--- src/verilog/plc_access_pkg.sv ---
package plc_access_pkg;

    // ***********************************************
    // widths
    // ***********************************************
    localparam int SYM_W = 16;
    localparam int CNT_W = 8;
    localparam int EXP_W = 4;
    localparam int TMR_W = 32;
    localparam int RND_W = 16;

    // ***********************************************
    // timing
    // ***********************************************
    localparam int CLK_PERIOD_NS = 25;
    localparam int RESPONSE_SLACK_NS = 1000;
    localparam int RESPONSE_SLACK_CYC_RAW = (RESPONSE_SLACK_NS + CLK_PERIOD_NS - 1) / CLK_PERIOD_NS;
    localparam int RESPONSE_SLACK_CYC = (RESPONSE_SLACK_CYC_RAW < 1) ? 1 : RESPONSE_SLACK_CYC_RAW;

    // ***********************************************
    // reset values
    // ***********************************************
    localparam logic [RND_W-1:0] LFSR_SEED = 16'hace1;
    localparam logic [RND_W-1:0] LFSR_TAPS = 16'hb400;
    localparam logic [TMR_W-1:0] TIMER_RESET = 32'h0000_0000;
    localparam logic [CNT_W-1:0] COUNT_RESET = 8'h00;
    localparam logic [EXP_W-1:0] EXP_RESET = 4'h0;

    // ***********************************************
    // access sequencer states
    // ***********************************************
    typedef enum logic [2:0] {
        ST_IDLE,
        ST_BACKOFF,
        ST_ASSESS,
        ST_TRANSMIT,
        ST_WAIT_RESP
    } access_state_e;

endpackage : plc_access_pkg

--- src/verilog/rand_if.sv ---
interface rand_if;
    logic advance;
    logic [plc_access_pkg::RND_W-1:0] value;

    modport gen (input advance, output value);
    modport user (output advance, input value);
endinterface : rand_if

--- src/verilog/backoff_lfsr.sv ---
// ***********************************************
// pseudo random source for backoff draws
// ***********************************************
module backoff_lfsr (
    input wire logic clk_i,
    input wire logic rst_n_i,
    rand_if.gen rnd
);

    logic [plc_access_pkg::RND_W-1:0] lfsr_q;

    // galois shift, steps only while the user asks for it
    always_ff @(posedge clk_i) begin
        if (!rst_n_i) begin
            lfsr_q <= plc_access_pkg::LFSR_SEED;
        end else if (rnd.advance && lfsr_q[0]) begin
            lfsr_q <= (lfsr_q >> 1) ^ plc_access_pkg::LFSR_TAPS;
        end else if (rnd.advance) begin
            lfsr_q <= lfsr_q >> 1;
        end
    end

    assign rnd.value = lfsr_q;

endmodule : backoff_lfsr

--- src/verilog/plc_mac_channel_access.sv ---
// Overview of operation
// - pending frame waits a random backoff before sampling the medium
// - idle medium after backoff starts transmission of the pending frame
// - busy medium after backoff draws and waits a fresh random backoff
// - virtual busy timer loaded from received length or collision, marks busy
// - virtual busy timer load differs for long data and short ack frames
// - virtual busy timer also loaded on collision and after power up
// - medium counts busy while the station itself transmits
// - unexpected non ack non nack reply during response wait flags collision
// - missing reply when one is expected flags collision
// - response gap timed from end of own transmission
// - contention gap timed from end of transmission without expected reply
// - extended gap runs at power up and after undecodable frames
// - correctly decoded frame cancels a running extended gap at once
// - extended gap length is symbol time times summed counts plus ack time
// - backoff is whole periods uniform from zero to two power exponent minus one
// - busy assessment bumps attempt count and exponent, exponent clamped
// - attempt count above limit abandons frame with access failure
module plc_mac_channel_access (
    input wire logic CLK_I,
    input wire logic NRST_I,
    input wire logic TX_REQ_I,
    input wire logic TX_ACK_REQ_I,
    input wire logic TX_ACTIVE_I,
    input wire logic PHY_CARRIER_DETECT_I,
    input wire logic RX_START_I,
    input wire logic RX_IS_DATA_I,
    input wire logic [plc_access_pkg::SYM_W-1:0] RX_LENGTH_I,
    input wire logic RX_END_I,
    input wire logic RX_OK_I,
    input wire logic RX_IS_ACK_I,
    input wire logic RX_IS_NACK_I,
    input wire logic [plc_access_pkg::SYM_W-1:0] SYMBOL_DURATION_I,
    input wire logic [plc_access_pkg::CNT_W-1:0] HEADER_SYMBOL_COUNT_I,
    input wire logic [plc_access_pkg::CNT_W-1:0] MAX_FRAME_LENGTH_I,
    input wire logic [plc_access_pkg::CNT_W-1:0] CONTENTION_GAP_I,
    input wire logic [plc_access_pkg::CNT_W-1:0] RESPONSE_GAP_I,
    input wire logic [plc_access_pkg::SYM_W-1:0] ACKNOWLEDGE_DURATION_I,
    input wire logic [plc_access_pkg::SYM_W-1:0] BACKOFF_PERIOD_I,
    input wire logic [plc_access_pkg::EXP_W-1:0] MIN_BACKOFF_EXPONENT_I,
    input wire logic [plc_access_pkg::EXP_W-1:0] BACKOFF_EXPONENT_CEILING_I,
    input wire logic [plc_access_pkg::CNT_W-1:0] BACKOFF_ATTEMPT_LIMIT_I,
    output logic TX_START_O,
    output logic TX_DONE_O,
    output logic COLLISION_O,
    output logic ACCESS_FAIL_O,
    output logic MEDIUM_BUSY_O,
    output logic EXTENDED_GAP_O,
    output logic [plc_access_pkg::EXP_W-1:0] BACKOFF_EXPONENT_O,
    output logic [plc_access_pkg::CNT_W-1:0] BACKOFF_ATTEMPT_COUNT_O
);

    localparam int TW = plc_access_pkg::TMR_W;

    plc_access_pkg::access_state_e state_q;
    logic [TW-1:0] extended_gap_length_q;
    logic [TW-1:0] virtual_busy_timer_q;
    logic [TW-1:0] contention_gap_q;
    logic [TW-1:0] response_gap_q;
    logic [TW-1:0] extended_gap_q;
    logic [plc_access_pkg::EXP_W-1:0] backoff_exponent_q;
    logic [plc_access_pkg::CNT_W-1:0] backoff_attempt_count_q;
    logic [plc_access_pkg::RND_W-1:0] slot_cnt_q;
    logic [plc_access_pkg::SYM_W-1:0] period_cnt_q;
    logic powerup_q;
    logic tx_active_q;
    logic ack_wanted_q;
    logic resp_started_q;
    logic tx_end;
    logic collision;
    logic medium_busy;
    logic [plc_access_pkg::EXP_W-1:0] exp_next;
    logic [plc_access_pkg::CNT_W-1:0] attempt_next;
    logic [plc_access_pkg::RND_W-1:0] slot_draw;
    logic [TW-1:0] contention_gap_cycles;
    logic [TW-1:0] response_gap_cycles;
    logic [TW-1:0] ack_cycles;
    logic [TW-1:0] rx_load;
    logic [TW-1:0] sum_symbols;

    rand_if rnd ();

    // ***********************************************
    // random source
    // ***********************************************
    backoff_lfsr u_lfsr (
        .clk_i(CLK_I),
        .rst_n_i(NRST_I),
        .rnd(rnd.gen)
    );

    assign rnd.advance = (state_q == plc_access_pkg::ST_IDLE)
        || (state_q == plc_access_pkg::ST_ASSESS);

    // ***********************************************
    // durations in clock cycles
    // ***********************************************
    assign contention_gap_cycles = TW'(SYMBOL_DURATION_I) * TW'(CONTENTION_GAP_I);
    assign response_gap_cycles = TW'(SYMBOL_DURATION_I) * TW'(RESPONSE_GAP_I);
    assign ack_cycles = TW'(ACKNOWLEDGE_DURATION_I);
    assign sum_symbols = TW'(HEADER_SYMBOL_COUNT_I) + TW'(MAX_FRAME_LENGTH_I)
        + TW'(CONTENTION_GAP_I) + TW'(RESPONSE_GAP_I);

    // data frame is followed by its ack, short frame by contention
    always_comb begin
        rx_load = TW'(SYMBOL_DURATION_I) * TW'(RX_LENGTH_I);
        if (RX_IS_DATA_I) begin
            rx_load = rx_load + response_gap_cycles + ack_cycles;
        end else begin
            rx_load = rx_load + contention_gap_cycles;
        end
    end

    // extended gap length, kept live in reset so power up loads a real value
    always_ff @(posedge CLK_I) begin
        extended_gap_length_q <= TW'(SYMBOL_DURATION_I) * sum_symbols + ack_cycles;
    end

    // ***********************************************
    // medium state
    // ***********************************************
    assign tx_end = tx_active_q && !TX_ACTIVE_I;

    // busy unless every source of occupancy is quiet
    assign medium_busy = PHY_CARRIER_DETECT_I
        || (virtual_busy_timer_q != '0)
        || (contention_gap_q != '0)
        || (response_gap_q != '0)
        || (extended_gap_q != '0)
        || TX_ACTIVE_I || (state_q == plc_access_pkg::ST_TRANSMIT)
        || powerup_q;

    // reply check while a response is awaited
    always_comb begin
        collision = 1'b0;
        if (state_q == plc_access_pkg::ST_WAIT_RESP) begin
            if (RX_END_I && resp_started_q && !(RX_OK_I && (RX_IS_ACK_I || RX_IS_NACK_I))) begin
                collision = 1'b1;
            end else if (!resp_started_q && !RX_START_I && response_gap_q == TW'(1)) begin
                collision = 1'b1;
            end
        end
    end

    // transmit activity history and power up marker
    always_ff @(posedge CLK_I) begin
        if (!NRST_I) begin
            tx_active_q <= 1'b0;
            powerup_q <= 1'b1;
        end else begin
            tx_active_q <= TX_ACTIVE_I;
            powerup_q <= 1'b0;
        end
    end

    // virtual busy timer
    always_ff @(posedge CLK_I) begin
        if (!NRST_I) begin
            virtual_busy_timer_q <= plc_access_pkg::TIMER_RESET;
        end else if (powerup_q) begin
            virtual_busy_timer_q <= extended_gap_length_q;
        end else if (collision) begin
            virtual_busy_timer_q <= contention_gap_cycles + ack_cycles;
        end else if (RX_START_I) begin
            virtual_busy_timer_q <= rx_load;
        end else if (virtual_busy_timer_q != '0) begin
            virtual_busy_timer_q <= virtual_busy_timer_q - TW'(1);
        end
    end

    // extended gap: armed at power up and on bad frames
    always_ff @(posedge CLK_I) begin
        if (!NRST_I) begin
            extended_gap_q <= plc_access_pkg::TIMER_RESET;
        end else if (powerup_q) begin
            extended_gap_q <= extended_gap_length_q;
        end else if (RX_END_I && !RX_OK_I) begin
            extended_gap_q <= extended_gap_length_q;
        end else if (RX_END_I && RX_OK_I) begin
            extended_gap_q <= plc_access_pkg::TIMER_RESET;
        end else if (extended_gap_q != '0) begin
            extended_gap_q <= extended_gap_q - TW'(1);
        end
    end

    // contention gap from end of a transmission with no reply due
    always_ff @(posedge CLK_I) begin
        if (!NRST_I) begin
            contention_gap_q <= plc_access_pkg::TIMER_RESET;
        end else if (tx_end && !ack_wanted_q) begin
            contention_gap_q <= contention_gap_cycles;
        end else if (contention_gap_q != '0) begin
            contention_gap_q <= contention_gap_q - TW'(1);
        end
    end

    // response window from end of transmission to start of reply
    always_ff @(posedge CLK_I) begin
        if (!NRST_I) begin
            response_gap_q <= plc_access_pkg::TIMER_RESET;
        end else if (tx_end && ack_wanted_q) begin
            response_gap_q <= response_gap_cycles + ack_cycles
                + TW'(plc_access_pkg::RESPONSE_SLACK_CYC);
        end else if (RX_START_I || collision) begin
            response_gap_q <= plc_access_pkg::TIMER_RESET;
        end else if (response_gap_q != '0) begin
            response_gap_q <= response_gap_q - TW'(1);
        end
    end

    // ***********************************************
    // backoff arithmetic
    // ***********************************************
    assign attempt_next = backoff_attempt_count_q + plc_access_pkg::CNT_W'(1);
    assign exp_next = (backoff_exponent_q >= BACKOFF_EXPONENT_CEILING_I)
        ? BACKOFF_EXPONENT_CEILING_I : backoff_exponent_q + plc_access_pkg::EXP_W'(1);

    // uniform draw masked to two power exponent minus one
    always_comb begin
        slot_draw = rnd.value
            & plc_access_pkg::RND_W'((plc_access_pkg::RND_W'(1) << exp_next) - 1'b1);
        if (state_q == plc_access_pkg::ST_IDLE) begin
            slot_draw = rnd.value & plc_access_pkg::RND_W'(
                (plc_access_pkg::RND_W'(1) << MIN_BACKOFF_EXPONENT_I) - 1'b1);
        end
    end

    // ***********************************************
    // access sequencer
    // ***********************************************
    always_ff @(posedge CLK_I) begin
        if (!NRST_I) begin
            state_q <= plc_access_pkg::ST_IDLE;
            backoff_exponent_q <= plc_access_pkg::EXP_RESET;
            backoff_attempt_count_q <= plc_access_pkg::COUNT_RESET;
            slot_cnt_q <= '0;
            period_cnt_q <= '0;
            ack_wanted_q <= 1'b0;
            resp_started_q <= 1'b0;
        end else begin
            case (state_q)
                plc_access_pkg::ST_IDLE: begin
                    if (TX_REQ_I) begin
                        backoff_exponent_q <= MIN_BACKOFF_EXPONENT_I;
                        backoff_attempt_count_q <= plc_access_pkg::COUNT_RESET;
                        ack_wanted_q <= TX_ACK_REQ_I;
                        slot_cnt_q <= slot_draw;
                        period_cnt_q <= BACKOFF_PERIOD_I;
                        state_q <= plc_access_pkg::ST_BACKOFF;
                    end
                end
                plc_access_pkg::ST_BACKOFF: begin
                    if (slot_cnt_q == '0) begin
                        state_q <= plc_access_pkg::ST_ASSESS;
                    end else if (period_cnt_q <= plc_access_pkg::SYM_W'(1)) begin
                        period_cnt_q <= BACKOFF_PERIOD_I;
                        slot_cnt_q <= slot_cnt_q - plc_access_pkg::RND_W'(1);
                    end else begin
                        period_cnt_q <= period_cnt_q - plc_access_pkg::SYM_W'(1);
                    end
                end
                plc_access_pkg::ST_ASSESS: begin
                    if (!medium_busy) begin
                        state_q <= plc_access_pkg::ST_TRANSMIT;
                    end else begin
                        backoff_attempt_count_q <= attempt_next;
                        backoff_exponent_q <= exp_next;
                        if (attempt_next > BACKOFF_ATTEMPT_LIMIT_I) begin
                            state_q <= plc_access_pkg::ST_IDLE;
                        end else begin
                            slot_cnt_q <= slot_draw;
                            period_cnt_q <= BACKOFF_PERIOD_I;
                            state_q <= plc_access_pkg::ST_BACKOFF;
                        end
                    end
                end
                plc_access_pkg::ST_TRANSMIT: begin
                    resp_started_q <= 1'b0;
                    if (tx_end) begin
                        state_q <= ack_wanted_q ? plc_access_pkg::ST_WAIT_RESP
                            : plc_access_pkg::ST_IDLE;
                    end
                end
                plc_access_pkg::ST_WAIT_RESP: begin
                    if (RX_START_I) begin
                        resp_started_q <= 1'b1;
                    end
                    if (collision || (RX_END_I && resp_started_q)) begin
                        state_q <= plc_access_pkg::ST_IDLE;
                    end
                end
                default: begin
                    state_q <= plc_access_pkg::ST_IDLE;
                end
            endcase
        end
    end

    // ***********************************************
    // outputs
    // ***********************************************
    always_ff @(posedge CLK_I) begin
        if (!NRST_I) begin
            TX_START_O <= 1'b0;
            TX_DONE_O <= 1'b0;
            COLLISION_O <= 1'b0;
            ACCESS_FAIL_O <= 1'b0;
            MEDIUM_BUSY_O <= 1'b1;
            EXTENDED_GAP_O <= 1'b0;
            BACKOFF_EXPONENT_O <= plc_access_pkg::EXP_RESET;
            BACKOFF_ATTEMPT_COUNT_O <= plc_access_pkg::COUNT_RESET;
        end else begin
            TX_START_O <= (state_q == plc_access_pkg::ST_ASSESS) && !medium_busy;
            TX_DONE_O <= (state_q == plc_access_pkg::ST_TRANSMIT && tx_end && !ack_wanted_q)
                || (state_q == plc_access_pkg::ST_WAIT_RESP && RX_END_I && resp_started_q
                && !collision);
            COLLISION_O <= collision;
            ACCESS_FAIL_O <= (state_q == plc_access_pkg::ST_ASSESS) && medium_busy
                && (attempt_next > BACKOFF_ATTEMPT_LIMIT_I);
            MEDIUM_BUSY_O <= medium_busy;
            EXTENDED_GAP_O <= (extended_gap_q != '0) || powerup_q;
            BACKOFF_EXPONENT_O <= backoff_exponent_q;
            BACKOFF_ATTEMPT_COUNT_O <= backoff_attempt_count_q;
        end
    end

endmodule : plc_mac_channel_access

--- config.mk ---
export PLATFORM = sky130hd
export DESIGN_NAME = plc_mac_channel_access
export DESIGN_NICKNAME = d
export VERILOG_FILES = /design/src/verilog/plc_access_pkg.sv /design/src/verilog/rand_if.sv /design/src/verilog/backoff_lfsr.sv /design/src/verilog/plc_mac_channel_access.sv
export SDC_FILE = /design/constraint.sdc
export NUM_CORES = 2
export LEC_CHECK = 0
export ABC_AREA = 1
export BUFFER_PORTS_ARGS = -buffer_cell sky130_fd_sc_hd__buf_2
export CORE_UTILIZATION = 39
export CTS_CLUSTER_DIAMETER = 150
export DETAILED_ROUTE_END_ITERATION = 8
export HOLD_SLACK_MARGIN = 0.03
export SLEW_MARGIN = 15
export SYNTH_ARGS = -nofsm -noshare
export SYNTH_HDL_FRONTEND = slang
export SYNTH_HIERARCHICAL = 1
export SYNTH_SLANG_ARGS = --single-unit
--- constraint.sdc ---
create_clock -name CLK_I -period 11.5 [get_ports CLK_I]
set_input_delay 2.3 -clock CLK_I [delete_from_list [all_inputs] [get_ports CLK_I]]
set_output_delay 2.3 -clock CLK_I [all_outputs]
set_load 0.05 [all_outputs]
; Yosys cells after proc, flatten, opt, wreduce, memory -nomap -nowiden
; Cells that the tools add are included.
[totals]
inputBits = 124
word_cells = 182
out_inout_bits = 18
ff_bits = 241
[op_classes]
shift = 2
n_reduce_logical = 61
n_bitwise = 4
order_cmp = 3
n_eq_ne = 14
n_mux = 50
n_addsub = 20
n_mul = 4
[op_table]
columns = cell, n
row1 = $mux W32, 12
row2 = $mux W16, 13
row3 = $reduce_bool A32 Y1, 4
row4 = $sub A32 B1 Y32 const B, 4
row5 = $pmux W16 S3, 2
row6 = $add A32 B24 Y32, 2
row7 = $sub A16 B1 Y16 const B, 4
row8 = $add A24 B16 Y25, 2
row9 = $mul A16 B8 Y24, 2
row10 = $mux W24, 2
row11 = $add A32 B16 Y32, 1
row12 = $and A16 B16 Y16, 2
row13 = $eq A32 B1 Y1 const B, 1
row14 = $mul A16 B16 Y32, 1
row15 = $shl A1 B4 Y16 const A, 2
row16 = $add A27 B16 Y28, 1
row17 = $mul A16 B11 Y27, 1
row18 = $add A25 B6 Y26 const B, 1
row19 = $logic_and A1 B1 Y1, 19
row20 = $ne A2 B2 Y1 const B, 9
row21 = $le A16 B1 Y1 const B, 1
row22 = $logic_not A16 Y1, 1
row23 = $mux W8, 2
row24 = $pmux W8 S2, 1
row25 = other kinds (31), 68

; Logic depth before layout (Yosys ltp)
[depth]
depth_word = 10
ltp_mapped = 41
depth_no_buf = 39

; Modules after synthesis
; The synthesis kept the hierarchy.
[modules_own_cells]
columns = mod, seq_area_each_um2, n_inst, cells_per_inst, area_per_inst_um2
row1 = plc_mac_channel_access, 4504.3, 1, 6259, 42580.8
row2 = backoff_lfsr, 320.3, 1, 78, 639.4

; Worst setup path after synthesis
; Ideal clock, no wire load.
[synth_timing]
path_type = input-to-reg
from = input CONTENTION_GAP_I[1] (netlist name)
to = register extended_gap_length_q[19]
setup_ns = 0.072
required_time_ns = 11.428
arrival_ns = 9.502
stages = 33
path_buffers = 2
setup_slack_ns = 1.926
path_cell_list = clkbuf_1 -> clkbuf_1 -> inv_1 -> fa_1 -> fa_1 -> inv_1 -> ha_1 -> inv_1 -> fa_1 -> o21ai_0 -> nand2_1 -> nand2_1 -> a21oi_1 -> or2_2 -> nand2_1 -> clkinv_1 -> nand2_1 -> fa_1 -> fa_1 -> fa_1 -> fa_1 -> fa_1 -> inv_1 -> ha_1 -> nand2_1 -> nor2_1 -> nand2_1 -> o211ai_1 -> nor2_1 -> o21ai_0 -> a31oi_1 -> o21ai_0 -> xor2_1
[synth_via]
elab_chain_cells = 4
[synth_lines]
columns = item, line_no
row1 = "start, declared", plc_mac_channel_access.sv:36  ; input wire logic [plc_access_pkg::CNT_W-1:0] CONTENTION_GAP_I,
row2 = $add A9 B8 Y10, plc_mac_channel_access.sv:102  ; + TW'(CONTENTION_GAP_I) + TW'(RESPONSE_GAP_I);
row3 = $add A10 B8 Y11, plc_mac_channel_access.sv:102
row4 = $mul A16 B11 Y27, plc_mac_channel_access.sv:116  ; extended_gap_length_q <= TW'(SYMBOL_DURATION_I) * sum_symbols + ack_cycles;
row5 = $add A27 B16 Y28, plc_mac_channel_access.sv:116
row6 = "end signal, assigned", plc_mac_channel_access.sv:116
row7 = "end, declared", plc_mac_channel_access.sv:56  ; logic [TW-1:0] extended_gap_length_q;
; Every way passes these cells.
; A chain may end at the register's enable or synchronous reset.

; Final worst setup path
[layout_timing]
from = input SYMBOL_DURATION_I[6] (netlist name)
to = register virtual_busy_timer_q[19]
[layout_via]
elab_chain_cells = 7
word_cells_on_any_way = 11
cone_classes = add/sub: 4 / mul: 3 / mux: 4
[layout_lines]
columns = item, line_no
row1 = "start, declared", plc_mac_channel_access.sv:33  ; input wire logic [plc_access_pkg::SYM_W-1:0] SYMBOL_DURATION_I,
row2 = $mul A16 B16 Y32 or $mul A16 B8 Y24 (tied branches), "plc_mac_channel_access.sv:106, plc_mac_channel_access.sv:99"
row3 = $add A32 B24 Y32, plc_mac_channel_access.sv:108  ; rx_load = rx_load + response_gap_cycles + ack_cycles;
row4 = $add A32 B16 Y32, plc_mac_channel_access.sv:108
row5 = $mux W32, plc_mac_channel_access.sv:107  ; if (RX_IS_DATA_I) begin
row6 = $mux W32, plc_mac_channel_access.sv:164  ; end else if (RX_START_I) begin
row7 = $mux W32 *, plc_mac_channel_access.sv:162  ; end else if (collision) begin
row8 = $mux W32 *, plc_mac_channel_access.sv:160  ; end else if (powerup_q) begin
row9 = "end signal, assigned", plc_mac_channel_access.sv:161  ; virtual_busy_timer_q <= extended_gap_length_q;
row10 = "end signal, assigned", plc_mac_channel_access.sv:163  ; virtual_busy_timer_q <= contention_gap_cycles + ack_cycles;
row11 = "end signal, assigned", plc_mac_channel_access.sv:165  ; virtual_busy_timer_q <= rx_load;
row12 = "end, declared", plc_mac_channel_access.sv:57  ; logic [TW-1:0] virtual_busy_timer_q;
; Mark *: on every way between the ends. The rest lies on a longest branch, timed or not.

==> summary.md <==
| Metric | Value |
|---|---|
| Share of cells above drive strength 1 | 5.063% |
| Iter 0 DRT Violations | 2782 |
| Top area cells in the synthesized netlist | fa_1 (24%), nand2_1 (14%), inv_1 (12%), ha_1 (12%), dfxtp_1 (11%) |
| Post-CTS Setup Bufs | 0 |
| DP HPWL | 116700 µm |
| Routed len/inst | 17.94 µm |
| Vias in the first global route | 39650 |
| CP Class | in -> reg |
| Synthesized area per cell | 6.820 µm² |
| Largest net degree at the start of global routing | 46 |
| Crit-path max cell delay | 0.53 ns |
| Critical Path Most Common Cell | nand2_1 |
| I/O pin total | 142 |
| Synth Cell Area | 43220 µm² |
| Global route overflow | 0 |
| Critical path endpoint category | flip-flop |
| Die Wd | 334.9 µm |
| Final ANT Viol Nets | 0 |
| YS warnings | 6 |
| Antenna violations before repair | 3 |
| Min Tclk post-route | 10.01 ns |
| RSZ-0062 raised after global routing | no |
| Routed wl met3 | 8689 µm |
| Fraction of registers with async set/reset | 0% |
| Fmax | 99.86 MHz |
| Layout area overhead | 6.858% |
| WHS | 0.4702 ns |
| H-tree levels | 1 |
| Full die area | 112200 µm² |
| Highest Signal Layer | met5 |
| Via count | 39880 |
| Routed wire length | 140600 µm |
| Sink Count | 241 |
| # hold bufs at CTS | 0 |
| Fin Setup TNS | 0 ns |
| Synthesized flop and latch total | 241 |
| Pins Over Slew Limit | 0 |
| Core area | 109300 µm² |
| Chip height | 334.9 µm |
| Count of cell types in the netlist | 66 |
| CP max stage cell | fa_1 |
| Final setup skew | 0.02121 ns |
| Relative slew slack | 21.03% |
| Worst Tran Pin Value | 1.176 ns |
| GP Congestion | 0.9674 |
| CTS Buf Count | 30 |
| Worst EP required | 11.96 ns |
| Syn nets | 7394 |
| DR pass1 iterations | 6 |
| Primary FF master, synth | dfxtp_1 |
| Number of synthesized flops with an enable pin | 0 |
| Synth top area share | 24.36% |
| CTS max path bufs | 3 |
| IO buf count | 141 |
| Worst skew pair latency | 0.60 ns |
| Max-cap violations | 0 |
| Critical path arrival | 10.47 ns |
| Cells after Synth | 6337 |
| CTS tree | done |
| Seq/Total Area, Yosys | 11.16% |
| Hold Path Class | reg -> reg |
| Crit path max fanout | 25 |
| Fin. Hold Viols | 0 |
| GRT Total Usage | 25.07% |
| Met2 wire len | 64120 µm |
| Tcrit/Tclk final | 87.08% |
| Synth area leader | fa_1 |
| Number of core rows | 121 |
| Clock root buffer | clkbuf_16 |
| DRC | 0 |
| Global-route wire length before repair | 221100 µm |
| Via density per instance | 5.088 |
| CP Launch Type | input port |
| Final nets | 7393 |
| CTS resizes | 0 |
| Initial Util | 39.54% |
| WL met1 | 64160 µm |
| Final setup vio count | 0 |
| Outcome | finished clean |
| Clock slew at reported path FFs | 0.06 ns |
==> per-layer routing <==
metal  up-vias  global-route usage (%)
li1      19360                       -
met1     19150                   34.52
met2      1187                   41.73
met3       171                   2.660
met4         2                   6.393
met5         -                       0
==> cells by family after synthesis <==
kind of cell	Yosys count	synth area share [%]
simple gates	2613	25.02
flops	241	11.16
fa+ha+maj	933	36.15
xor+xnor	198	4.012
compound gates	755	9.504
buf+inv	1596	14.13
mux	1	0.02316
==> layout make-up <==
class,instances,area (µm²)
multi-input combinational,4500,32290
clock inverter,14,157.7
timing repair buffer,180,998.5
antenna,1,2.502
inverter,1383,5200
tap,1476,1847
clock buffer,42,865.8
fill,11640,63120
sequential,241,4825
==> layout by cell type, fill, tap and decap left out, types with 14 or more instances in the layout <==
cell type	count
or2_2	22
fa_1	526
buf_4	39
o21bai_1	18
clkbuf_16	30
xnor2_1	61
nand3_1	259
buf_2	141
dfxtp_1	241
xor2_1	137
ha_1	407
nor2_2	23
nand3b_1	14
o21ai_1	34
a21oi_1	363
nor2_1	500
nor3_1	68
o21ai_0	217
nand4_1	79
nor4_1	14
a31oi_1	37
nand2_1	1595
inv_2	15
inv_1	1358
==> through the flow <==
stage               setup slack, ns  cell area [µm²]  instances  utilization (%)
global route                 0.9785            46180       7837            42.25
CTS                           1.536            46180       7836            42.25
detailed placement           0.9488            45160       7780            41.31
floorplan                     1.926            43220       6337                -
finish                        1.486            46180       7837            42.25
global placement             0.9279            45160       7780            41.31
==> Yosys cell counts, types with 5 or more instances <==
cell         n
a211oi_1    10
a21o_1      11
a21oi_1    363
a22oi_1      7
a31oi_1     37
buf_1       13
buf_2       13
buf_6        9
clkbuf_1   175
clkinv_1     9
dfxtp_1    241
fa_1       526
ha_1       407
inv_1     1358
inv_2       14
nand2_1   1595
nand2_2      6
nand3_1    259
nand3b_1    14
nand4_1     79
nor2_1     500
nor2_2      23
nor2_4       7
nor3_1      68
nor4_1      14
o211ai_1    13
o21a_1       5
o21ai_0    217
o21ai_1     34
o21bai_1    18
o22ai_1      9
or2_1        5
or2_2       22
xnor2_1     61
xor2_1     137
==> flip-flops by register name (all words and copies together) (netlist names) <==
register / flops
TX_START_O: 1
response_gap_q: 32
BACKOFF_EXPONENT_O: 4
extended_gap_length_q: 28
backoff_exponent_q: 4
resp_started_q: 1
ack_wanted_q: 1
BACKOFF_ATTEMPT_COUNT_O: 8
state_q: 3
period_cnt_q: 16
virtual_busy_timer_q: 32
ACCESS_FAIL_O: 1
TX_DONE_O: 1
slot_cnt_q: 16
extended_gap_q: 32
u_lfsr/rnd.value: 16
MEDIUM_BUSY_O: 1
tx_active_q: 1
COLLISION_O: 1
powerup_q: 1
EXTENDED_GAP_O: 1
backoff_attempt_count_q: 8
contention_gap_q: 32
==> critical path, delay by kind of cell <==
kind                     cells  cell delay, ns
AO/OA/AOI/OAI                2            0.37
adder cells (fa/ha/maj)      9            4.05
AND/OR/NAND/NOR             17            2.27
buffers and inverters        8            0.97
XOR/XNOR                     1            0.46
==> path summary, 6_finish.rpt <==
path                                                 start                          to  slack [ns]  depth (start not counted)
worst max register to register          response_gap_q[20]           response_gap_q[6]        7.57                         15
worst min register to register  backoff_attempt_count_q[7]  BACKOFF_ATTEMPT_COUNT_O[7]        0.47                          2
worst max-delay path                  SYMBOL_DURATION_I[6]    virtual_busy_timer_q[19]        1.49                         37
worst min-delay path            backoff_attempt_count_q[7]  BACKOFF_ATTEMPT_COUNT_O[7]        0.47                          2
Power is left out: the tool's default activity adds up to more than one toggle a clock period on the data nets, which glitch-free logic cannot reach.
